### src/fhl_pkg.sv
package fhl_pkg;
	// Log depth and field widths
	localparam int HIST_DEPTH = 10;
	localparam int CODE_W = 8;
	localparam int SUB_W = 16;
	localparam int DATE_W = 16;
	localparam int TIME_W = 16;
	localparam int ADDR_W = 6;
	localparam int DATA_W = 16;
	localparam int SLOT_W = 4;
	localparam int MON_W = 16;
	localparam int MON_COUNT = 18;

	// Register map, word indices
	localparam logic [ADDR_W-1:0] OFS_CODE_BASE = 6'h00;
	localparam logic [ADDR_W-1:0] OFS_DATE_BASE = 6'h10;
	localparam logic [ADDR_W-1:0] OFS_TIME_BASE = 6'h20;
	localparam logic [ADDR_W-1:0] OFS_SUB_BASE = 6'h30;
	localparam logic [ADDR_W-1:0] OFS_BEHAV_CFG = 6'h0a;
	localparam logic [ADDR_W-1:0] OFS_HIST_CMD = 6'h0b;
	localparam logic [ADDR_W-1:0] OFS_STATUS = 6'h0c;
	localparam logic [ADDR_W-1:0] OFS_FAULT_CLR = 6'h0d;

	// Field positions and values
	localparam int CFG_NO_FREEZE_BIT = 4;
	localparam logic [DATA_W-1:0] CMD_CLEAR_ALL = 16'h00ff;
	localparam logic [DATA_W-1:0] CFG_RESET = 16'h0000;
	localparam logic [DATA_W-1:0] FAULT_CLR_KEY = 16'h0001;

	// One logged entry
	typedef struct packed {
		logic [CODE_W-1:0] code;
		logic [SUB_W-1:0] sub;
		logic [DATE_W-1:0] date;
		logic [TIME_W-1:0] tod;
	} fhl_entry_t;

	// Fault event from protection logic
	typedef struct packed {
		logic strobe;
		logic [CODE_W-1:0] code;
		logic [SUB_W-1:0] sub;
		logic has_sub;
	} fhl_event_t;

	// Register port request
	typedef struct packed {
		logic wr;
		logic rd;
		logic [ADDR_W-1:0] addr;
		logic [DATA_W-1:0] wdata;
	} fhl_req_t;

	// Fault lifecycle
	typedef enum logic [0:0] {
		FHL_RUN = 1'b0,
		FHL_TRIPPED = 1'b1
	} fhl_state_t;
endpackage

### src/fhl_monitor_hold.sv
`timescale 1ns/1ns
// Holds the monitoring values while frozen, passes them through otherwise
module fhl_monitor_hold #(
	parameter int WIDTH = 16,
	parameter int COUNT = 18
) (
	input wire logic CLK_I,
	input wire logic RESET_N_I,
	input wire logic freeze_i,
	input wire logic [COUNT*WIDTH-1:0] live_i,
	output logic [COUNT*WIDTH-1:0] held_o
);
	// One held register per value
	genvar g;
	generate
		for (g = 0; g < COUNT; g++) begin : g_val
			always_ff @(posedge CLK_I or negedge RESET_N_I) begin
				if (!RESET_N_I) begin
					held_o[g*WIDTH +: WIDTH] <= '0;
				end else if (!freeze_i) begin
					held_o[g*WIDTH +: WIDTH] <= live_i[g*WIDTH +: WIDTH];
				end
			end
		end
	endgenerate
endmodule

### src/fhl_core.sv
`timescale 1ns/1ns
// Notes on behaviour
// - Ten fault slots, newest to oldest
// - New fault enters newest, others shift, oldest lost
// - Date and time captured, shift alongside
// - Sub-code shifts alongside, zero if none
// - Reading a slot returns its code
// - Writing 255 to command clears all logs
// - Any fault disables power output
// - Monitoring values frozen until fault cleared
// - Config bit 4 disables the freeze
module fhl_core #(
	parameter int DEPTH = fhl_pkg::HIST_DEPTH
) (
	input wire logic CLK_I,
	input wire logic RESET_N_I,
	input wire fhl_pkg::fhl_event_t FAULT_I,
	input wire logic [fhl_pkg::DATE_W-1:0] DATE_I,
	input wire logic [fhl_pkg::TIME_W-1:0] TIME_I,
	input wire fhl_pkg::fhl_req_t REQ_I,
	output logic [fhl_pkg::DATA_W-1:0] RDATA_O,
	output logic OUTPUT_EN_O,
	output logic FROZEN_O,
	input wire logic [fhl_pkg::MON_COUNT*fhl_pkg::MON_W-1:0] MON_LIVE_I,
	output logic [fhl_pkg::MON_COUNT*fhl_pkg::MON_W-1:0] MON_HELD_O
);
	import fhl_pkg::*;

	////////////////////////////////////////////////////////////////////////
	// State
	fhl_entry_t hist [DEPTH]; // Slot 0 newest
	logic [DATA_W-1:0] behav_cfg; // Fault behaviour configuration
	fhl_state_t state; // Run or tripped
	fhl_state_t next_state;

	////////////////////////////////////////////////////////////////////////
	// Decode
	wire wr_cmd = REQ_I.wr && (REQ_I.addr == OFS_HIST_CMD);
	wire wr_cfg = REQ_I.wr && (REQ_I.addr == OFS_BEHAV_CFG);
	wire wr_fclr = REQ_I.wr && (REQ_I.addr == OFS_FAULT_CLR);
	wire clear_all = wr_cmd && (REQ_I.wdata == CMD_CLEAR_ALL);
	wire fault_clear = wr_fclr && (REQ_I.wdata == FAULT_CLR_KEY);
	// Slot address: high bits pick the field, low bits the slot
	wire [1:0] region = REQ_I.addr[5:4];
	wire [3:0] slot = REQ_I.addr[3:0];
	wire slot_ok = (slot < SLOT_W'(DEPTH));
	wire fault_in = FAULT_I.strobe;
	wire no_freeze = behav_cfg[CFG_NO_FREEZE_BIT];

	// New entry, sub-code zero when absent
	fhl_entry_t new_entry;
	assign new_entry.code = FAULT_I.code;
	assign new_entry.sub = FAULT_I.has_sub ? FAULT_I.sub : '0;
	assign new_entry.date = DATE_I;
	assign new_entry.tod = TIME_I;

	////////////////////////////////////////////////////////////////////////
	// History shift register, one generate stage per slot
	genvar g;
	generate
		for (g = 0; g < DEPTH; g++) begin : g_slot
			// Value this slot takes on a fault
			fhl_entry_t shift_in;
			if (g == 0) begin : g_head
				assign shift_in = new_entry;
			end else begin : g_tail
				// A clear in the fault cycle empties all but the new entry
				assign shift_in = clear_all ? '0 : hist[g-1];
			end
			// Shift on a fault, wipe on a clear
			always_ff @(posedge CLK_I or negedge RESET_N_I) begin
				if (!RESET_N_I) begin
					hist[g] <= '0;
				end else if (fault_in) begin
					// A fault in the clear cycle still logs
					hist[g] <= shift_in;
				end else if (clear_all) begin
					hist[g] <= '0;
				end
			end
		end
	endgenerate

	////////////////////////////////////////////////////////////////////////
	// Fault lifecycle
	// Trip on any fault, leave only by a clear write
	always_comb begin
		next_state = state;
		unique case (state)
			FHL_RUN: begin
				if (fault_in) begin
					next_state = FHL_TRIPPED;
				end
			end
			FHL_TRIPPED: begin
				// New fault beats clear
				if (fault_clear && !fault_in) begin
					next_state = FHL_RUN;
				end
			end
		endcase
	end

	// State and configuration registers
	always_ff @(posedge CLK_I or negedge RESET_N_I) begin
		if (!RESET_N_I) begin
			state <= FHL_RUN;
			behav_cfg <= CFG_RESET;
		end else begin
			state <= next_state;
			if (wr_cfg) begin
				behav_cfg <= REQ_I.wdata;
			end
		end
	end

	// Power stage off in the strobe cycle and while tripped
	assign OUTPUT_EN_O = (state == FHL_RUN) && !fault_in;
	assign FROZEN_O = (state == FHL_TRIPPED) && !no_freeze;

	////////////////////////////////////////////////////////////////////////
	// Monitoring hold; freeze starts on the fault strobe itself
	wire mon_freeze = (FROZEN_O || fault_in) && !no_freeze;
	fhl_monitor_hold #(
		.WIDTH(MON_W),
		.COUNT(MON_COUNT)
	) u_hold (
		.CLK_I(CLK_I),
		.RESET_N_I(RESET_N_I),
		.freeze_i(mon_freeze),
		.live_i(MON_LIVE_I),
		.held_o(MON_HELD_O)
	);

	////////////////////////////////////////////////////////////////////////
	// Read mux
	fhl_entry_t rd_entry;
	logic [DATA_W-1:0] next_rdata;
	assign rd_entry = slot_ok ? hist[slot] : '0;

	// Select the word of the addressed register
	always_comb begin
		next_rdata = '0;
		if (REQ_I.addr == OFS_BEHAV_CFG) begin
			next_rdata = behav_cfg;
		end else if (REQ_I.addr == OFS_STATUS) begin
			next_rdata = {14'h0000, FROZEN_O, state == FHL_TRIPPED};
		end else if (slot_ok) begin
			unique case (region)
				2'h0: next_rdata = {8'h00, rd_entry.code};
				2'h1: next_rdata = rd_entry.date;
				2'h2: next_rdata = rd_entry.tod;
				2'h3: next_rdata = rd_entry.sub;
			endcase
		end
	end

	// Read data valid the cycle after the strobe only
	always_ff @(posedge CLK_I or negedge RESET_N_I) begin
		if (!RESET_N_I) begin
			RDATA_O <= '0;
		end else begin
			RDATA_O <= REQ_I.rd ? next_rdata : '0;
		end
	end

	////////////////////////////////////////////////////////////////////////
	// Checks
	// History entry and shift
	a_newest_code: assert property (@(posedge CLK_I) disable iff (!RESET_N_I)
		fault_in |=> hist[0].code == $past(FAULT_I.code))
		else $error("newest slot missed code");
	a_shift_step: assert property (@(posedge CLK_I) disable iff (!RESET_N_I)
		fault_in && !clear_all |=> hist[DEPTH-1] == $past(hist[DEPTH-2]))
		else $error("history did not shift");
	a_date_capture: assert property (@(posedge CLK_I) disable iff (!RESET_N_I)
		fault_in |=> hist[0].date == $past(DATE_I) && hist[0].tod == $past(TIME_I))
		else $error("date or time not captured");
	a_sub_zero: assert property (@(posedge CLK_I) disable iff (!RESET_N_I)
		fault_in && !FAULT_I.has_sub |=> hist[0].sub == '0)
		else $error("absent sub-code not zero");
	a_one_entry: assert property (@(posedge CLK_I) disable iff (!RESET_N_I)
		!fault_in && !clear_all |=> hist[1] == $past(hist[1]))
		else $error("log moved without strobe");
	// Register side
	a_read_code: assert property (@(posedge CLK_I) disable iff (!RESET_N_I)
		REQ_I.rd && REQ_I.addr == OFS_CODE_BASE && !fault_in && !clear_all
		|=> RDATA_O == {8'h00, hist[0].code})
		else $error("slot read wrong code");
	a_rdata_idle: assert property (@(posedge CLK_I) disable iff (!RESET_N_I)
		!REQ_I.rd |=> RDATA_O == '0)
		else $error("read data outside its cycle");
	a_clear_wipes: assert property (@(posedge CLK_I) disable iff (!RESET_N_I)
		clear_all && !fault_in |=> hist[DEPTH-1] == '0 && hist[0] == '0)
		else $error("clear left entries");
	a_clear_with_fault: assert property (@(posedge CLK_I) disable iff (!RESET_N_I)
		fault_in && clear_all |=> hist[1] == '0 && hist[DEPTH-1] == '0)
		else $error("clear lost beside a fault");
	// Trip, output stage and freeze
	a_output_off: assert property (@(posedge CLK_I) disable iff (!RESET_N_I)
		fault_in |-> !OUTPUT_EN_O ##1 !OUTPUT_EN_O)
		else $error("output stage stayed on");
	a_clear_resumes: assert property (@(posedge CLK_I) disable iff (!RESET_N_I)
		state == FHL_TRIPPED && fault_clear && !fault_in |=> OUTPUT_EN_O || fault_in)
		else $error("output stayed off after clear");
	a_trip_holds: assert property (@(posedge CLK_I) disable iff (!RESET_N_I)
		state == FHL_TRIPPED && (!fault_clear || fault_in) |=> state == FHL_TRIPPED)
		else $error("trip ended without clear");
	a_mon_frozen: assert property (@(posedge CLK_I) disable iff (!RESET_N_I)
		FROZEN_O |=> MON_HELD_O == $past(MON_HELD_O))
		else $error("monitor moved while frozen");
	a_nofreeze_cfg: assert property (@(posedge CLK_I) disable iff (!RESET_N_I)
		no_freeze |-> !FROZEN_O ##1 MON_HELD_O == $past(MON_LIVE_I))
		else $error("freeze not disabled");

	c_fault: cover property (@(posedge CLK_I) disable iff (!RESET_N_I) fault_in);
	c_clear_log: cover property (@(posedge CLK_I) disable iff (!RESET_N_I) clear_all);
	c_recover: cover property (@(posedge CLK_I) disable iff (!RESET_N_I)
		state == FHL_TRIPPED ##1 state == FHL_RUN);
	c_fault_clear_same: cover property (@(posedge CLK_I) disable iff (!RESET_N_I)
		fault_in && clear_all);
endmodule

### config.mk
export PLATFORM = sky130hd
export DESIGN_NAME = fhl_core
export DESIGN_NICKNAME = d
export VERILOG_FILES = /design/src/fhl_pkg.sv /design/src/fhl_monitor_hold.sv /design/src/fhl_core.sv
export SDC_FILE = /design/constraint.sdc
export NUM_CORES = 2
export LEC_CHECK = 0
export BUFFER_PORTS_ARGS = -buffer_cell sky130_fd_sc_hd__buf_2
export CAP_MARGIN = 20
export CORE_UTILIZATION = 47
export CTS_CLUSTER_DIAMETER = 200
export DETAILED_ROUTE_END_ITERATION = 12
export GPL_TIMING_DRIVEN = 0
export PLACE_DENSITY_LB_ADDON = 0.25
export SETUP_SLACK_MARGIN = 0.05
export SYNTH_ARGS = -nofsm -noshare
export SYNTH_HDL_FRONTEND = slang
export SYNTH_SLANG_ARGS = --single-unit
### constraint.sdc
create_clock -name CLK_I -period 1.6 [get_ports CLK_I]
set_clock_uncertainty 0.15 [all_clocks]
set_input_delay 0.32 -clock CLK_I [delete_from_list [all_inputs] [get_ports CLK_I]]
set_output_delay 0.32 -clock CLK_I [all_outputs]
set_load 0.005 [all_outputs]
Word level (Yosys, flattened, before mapping)
Cells that the tools add are included.

storage, ports and cells
  output and inout port bits = 306
  bits of input ports = 372
  word-level logic and storage cells = 120
  flip-flop bits (word level) = 881

operators by class
  bitwise logic cells = 2
  equal/unequal tests = 9
  reduce and logical (&&, ||, !) cells = 14
  $lt $le $gt $ge = 2
  multiplexer cells = 32

operators with widths
  kind                   number
  $mux W56               22
  $bmux W56 S4           1
  $mux W16               5
  $pmux W16 S4           1
  $eq A6 B4 Y1 const B   4
  $eq A16 B1 Y1 const B  1
  $eq A16 B8 Y1 const B  1
  $logic_and A1 B1 Y1    9
  $ge A5 B5 Y1 const B   1
  $not A4 Y5             1
  $eq A2 B2 Y1 const B   2
  $lt A4 B4 Y1 const B   1
  $eq A2 B1 Y1 const B   1
  $logic_not A1 Y1       2
  $logic_not A2 Y1       1
  $mux W1                2
  $pmux W1 S2            1
  $reduce_bool A2 Y1     1
  $logic_or A1 B1 Y1     1
  $not A1 Y1             1

Logic depth before layout (Yosys ltp)
  depth after elaboration = 9
  depth in mapped cells = 9
  gate-level depth less buffers = 5

Modules after synthesis
From an unflattened synthesis, not the netlist that was laid out.

unflattened totals
  cells, all modules = 2,994
  area, all modules = 39,852.0 µm²

modules (own cells, without submodules)
  module            cells each  instances  sequential area each (µm²)  area an instance (µm²)
  fhl_core          2,386       1          14,839.2                    28,324.7
  fhl_monitor_hold  608         1          7,206.9                     11,527.3

Worst setup path after synthesis
OpenSTA, ideal clock, no wires.

  kind = input to register
  start point = in REQ_I[17] (netlist bit)
  end point = reg RDATA_O[13] (netlist bit)
  data required time = 1.328 ns
  setup time = 0.122 ns
  buffers on the path = 3
  path slack = -0.386 ns
  cell stages on the path = 7
  arrival time = 1.715 ns
  path through = buf_4 buf_2 buf_2 mux4_2 a22oi_1 o21ai_0 a32o_1

between the ends
  cells in the longest elaborated chain, start to end = 9
  elaborated cells between the ends (all ways) = 12

RTL lines
  item                                          RTL line         RTL
  from (decl)                                   fhl_core.sv:20   input wire fhl_pkg::fhl_req_t REQ_I,
  $not A4 Y5 (implied by the code)              fhl_core.sv:139  assign rd_entry = slot_ok ? hist[slot] : '0;
  $bmux W56 S4                                  fhl_core.sv:139
  $mux W56 (implied by the code) (2 in series)  fhl_core.sv:139
  $pmux W16 S4                                  fhl_core.sv:149  unique case (region)
  $mux W16                                      fhl_core.sv:148  end else if (slot_ok) begin
  $mux W16                                      fhl_core.sv:146  end else if (REQ_I.addr == OFS_STATUS) begin
  $mux W16 (*)                                  fhl_core.sv:144  if (REQ_I.addr == OFS_BEHAV_CFG) begin
  $mux W16 (*)                                  fhl_core.sv:163  RDATA_O <= REQ_I.rd ? next_rdata : '0;
  to (signal assigned)                          fhl_core.sv:163
  to (decl)                                     fhl_core.sv:21   output logic [fhl_pkg::DATA_W-1:0] RDATA_O,

Mark *: on every way between the ends. The rest lies on a longest branch, timed or not. The select of a mux whose other input is x is not followed.
A chain may end at the register's enable or synchronous reset.

Worst setup path in the final report
  start point = in REQ_I[16] (netlist bit)
  end point = reg RDATA_O[7] (netlist bit)

The elaborated chain is that of the path after synthesis.

==> impl_summary.txt <==
----------------------------------------------------
[Yosys]
  Syn Inst Count ... around 3000
  Number of nets in the synthesized netlist ... roughly 3400
  Mux cell area share after synthesis ... approximately 30%
  Count of cell types in the netlist ... 44
  Adder-Cell Fraction of Synth Area ... 0%
  Part of the Yosys area used for sequential elements ... a little under three fifths
  Area fraction in and, or, nand and nor cells after synthesis ... slightly above 7%
  Xor and xnor area share after synthesis ... 0%
  Synthesized cell area ... 39600 um2
  FFs w/ async S/R, synth ... between 90% and 100%
  Flip-flop cell with the highest count after synthesis ... sky130_fd_sc_hd__dfrtp_1
  EDFF count, synth ... 0
  Register bit total from synthesis ... a little under 900
  Ys Warns ... 0
  Combinational family with the most area after synthesis ... multiplexers
  Synth Area per Inst ... roughly 13 um2
  Compound-Gate Fraction of Synth Area ... under 10%

[Final layout]
  Post-route design area ... 59400 um2
  Non-filler instance count after layout ... approximately 5500
  Synth-to-Final Area Change ... 50.1%
  Number of fillers in the final layout ... about 5400
  Area used by multi-input combinational logic ... about 19000 um2
  Most used cells in the layout excluding fill and tap cells ... sky130_fd_sc_hd__dfrtp_1 (879), sky130_fd_sc_hd__buf_2 (675), sky130_fd_sc_hd__mux2i_1 (533)
  Final core area utilization ... 71.1%
  Net total in the final layout ... between 4000 and 5000
  Share of cells above drive strength 1 ... between 50% and 60%
  Most common cell after layout, fill and taps aside ... sky130_fd_sc_hd__dfrtp_1
  Flip-flop and latch area ... ~22000 um2

[Power]
  Maximum ir drop on the vdd rail ... approximately 900 uV
  Total leakage power ... 27.9 nW
  PwrDens ... around 1400 nW/um2

[Worst setup path]
  WP data arrival ... 2480 ps
  Largest fanout on the critical path ... 10
  CP Data Required Time ... 1980 ps
  Kind of end point of the critical path ... flop
  Kind of critical path ... in -> reg
  Critical Path Source Type ... input port
  R2R cell count ... 7

[STA]
  Pin slew with the least headroom to its limit ... 792 ps
  RSZ-0062 raised after global routing ... true
  Max Slew Vio Count ... 0
  Worst slew slack as a fraction of its limit ... a little under half
  Worst Hold Slack ... -585 ps
  Post-layout minimum cycle time ... approximately 2100 ps
  Setup Total Neg Slack ... -176170 ps
  Finish-stage setup viols ... 1108
  Post-layout worst setup margin ... -505 ps
  Number of endpoints with negative hold slack in the final report ... roughly 260
  Ratio of final minimum period to clock period ... 132%
  FMAX ... roughly 0.48 GHz

[Floorplan]
  Initial Utilization ... around 47%
  Floorplan die height ... 292 um
  Die extent in x ... 292 um
  Die area ... roughly 85000 um2
  Core region area ... about 84000 um2
  Site Rows ... 106
  I/O Pins ... ~680

[Route]
  Total length of routed met2 wires ... between 70000 and 80000 um
  Post-detailed-routing wire length ... approximately 170000 um
  Routed via count divided by cell count ... about 5.9
  Mean routed wirelength per cell ... around 30 um
  DRC Markers ... 0
  Max Used Layer ... met5
  Routed length on met1 ... 61200 um
  Number of nets with antenna violations after routing ... 0
  Number of search-and-repair iterations in the first detailed-routing pass ... 5
  Via count ... approximately 33000
  Met3 wirelength from detailed routing ... 17300 um
  DRC marker count from the first detailed-route iteration ... 2947

[Status]
  Failing checks ... hold timing, setup timing
  Run status ... complete, but fails checks

[Placement]
  Placement-stage cell area ... 45000 um2
  Buffers on Ports ... 675
  Post-Place Cells ... 4759
  HPWL after DPL ... 99200 um
  Worst setup timing slack at the placement stage ... -1850 ps
  Gpl congestion ... roughly 0.95

[GRT]
  Overall track demand over capacity in global routing ... 34.5%
  Total global routing overflow ... 0
  Global-route wire length before repair ... between 200000 and 250000 um
  Number of antenna violations at the first check in global routing ... 20
  Number of global-route vias before repair ... 31500
  Pin count of the biggest net entering global routing ... between 100 and 150

[Clock tree]
  Cts bufs inserted ... 97
  Reg clk slew, reported paths ... ~60 ps
  Clock tree sinks ... 881
  Worst-skew pair later-pin latency ... ~660 ps
  Bufs on Longest Clock Path ... 3
  Depth of the CTS H-tree ... 3
  Root buf cell ... sky130_fd_sc_hd__clkbuf_16
  TritonCTS clock tree ... built

[Flow run]
  Reported max-cap violation count ... 0

[Worst hold path]
  Worst hold-check path type ... in -> async

----------------------------------------------------
[timing repair]
action                                 in CTS  in global routing
resized for setup                         316                878
cloned                                     37                 66
pin swaps                                  54                 57
hold buffers                              365                  1
setup endpoints to repair                1502               1513
setup buffers                             104                 52
endpoints found under the hold margin     441                207
[per-layer routing]
layer,global-route usage (%),up-vias
li1,-,13400
met1,44.6,16700
met2,54.3,1950
met3,8.80,576
met4,16.7,16
met5,0,-
[metrics by stage]
stage               total power [W]  hold WS [ps]
finish                       0.0839          -585
global route                 0.0867          -562
CTS                          0.0774          -520
detailed placement           0.0522           180
global placement             0.0516           333
floorplan                    0.0434          -126
[registers in the layout, indices dropped and copies added (netlist names)]
signal / flops
u_hold.held_o: 288
state: 1
RDATA_O: 16
hist: 560
behav_cfg: 16
[where the power goes]
group	switching (W)	internal, W	total (W)
logic	0.0113	0.0143	0.0255
registers	0.00541	0.0293	0.0347
clock network	0.00977	0.0139	0.0237
[logic make-up after synthesis]
logic type      Yosys count
mux                     993
simple gates            686
flops                   881
buf+inv                 231
compound gates          204
[cell usage after synthesis, types with 45 or more instances]
master	instances	area share, %
sky130_fd_sc_hd__clkbuf_1	58	0.55
sky130_fd_sc_hd__nor2_1	511	4.8
sky130_fd_sc_hd__nand2b_1	58	0.92
sky130_fd_sc_hd__dfrtp_1	881	56
sky130_fd_sc_hd__buf_2	57	0.72
sky130_fd_sc_hd__mux2_2	337	9.6
sky130_fd_sc_hd__mux2i_1	541	14
sky130_fd_sc_hd__o21ai_0	76	0.96
sky130_fd_sc_hd__a22oi_1	45	0.85
sky130_fd_sc_hd__buf_6	85	2.4
sky130_fd_sc_hd__nand2_1	78	0.74
sky130_fd_sc_hd__mux4_2	105	6.0
[final timing paths]
kind / from / end / slack [ps]
worst max-delay path: REQ_I[16] / RDATA_O[7]$_DFF_PN0_ / -500
worst min-delay path: RESET_N_I / u_hold.held_o[264]$_DFFE_PN0N_ / -590
worst max register to register: state$_DFF_PN0_ / u_hold.held_o[32]$_DFFE_PN0N_ / -500
worst min register to register: u_hold.held_o[148]$_DFFE_PN0N_ / u_hold.held_o[148]$_DFFE_PN0N_ / 350
max in group asynchronous: RESET_N_I / u_hold.held_o[35]$_DFFE_PN0N_ / 250
min in group CLK_I: REQ_I[23] / behav_cfg[0]$_DFFE_PN0P_ / 40
[final cells by class]
class / count / share of cell area (%)
multi-input cells: 1883 / 31.4
clock inverters: 39 / 0.886
well taps: 1080 / 2.27
plain buffers: 210 / 4.11
diodes: 10 / 0.0421
clock buffers: 139 / 4.69
inverters: 2 / 0.0126
repair buffers: 1292 / 19.4
flip-flops and latches: 881 / 37.1
[worst max-delay path: stages]
cell and delay (ps):
sky130_fd_sc_hd__buf_2 150, sky130_fd_sc_hd__buf_8 210, sky130_fd_sc_hd__buf_8 250, sky130_fd_sc_hd__buf_6 240, sky130_fd_sc_hd__mux4_2 340, sky130_fd_sc_hd__a22oi_2 300
sky130_fd_sc_hd__o211ai_1 250, sky130_fd_sc_hd__nand4_1 280, sky130_fd_sc_hd__a21boi_2 100
(Power assumes the default switching activity.)
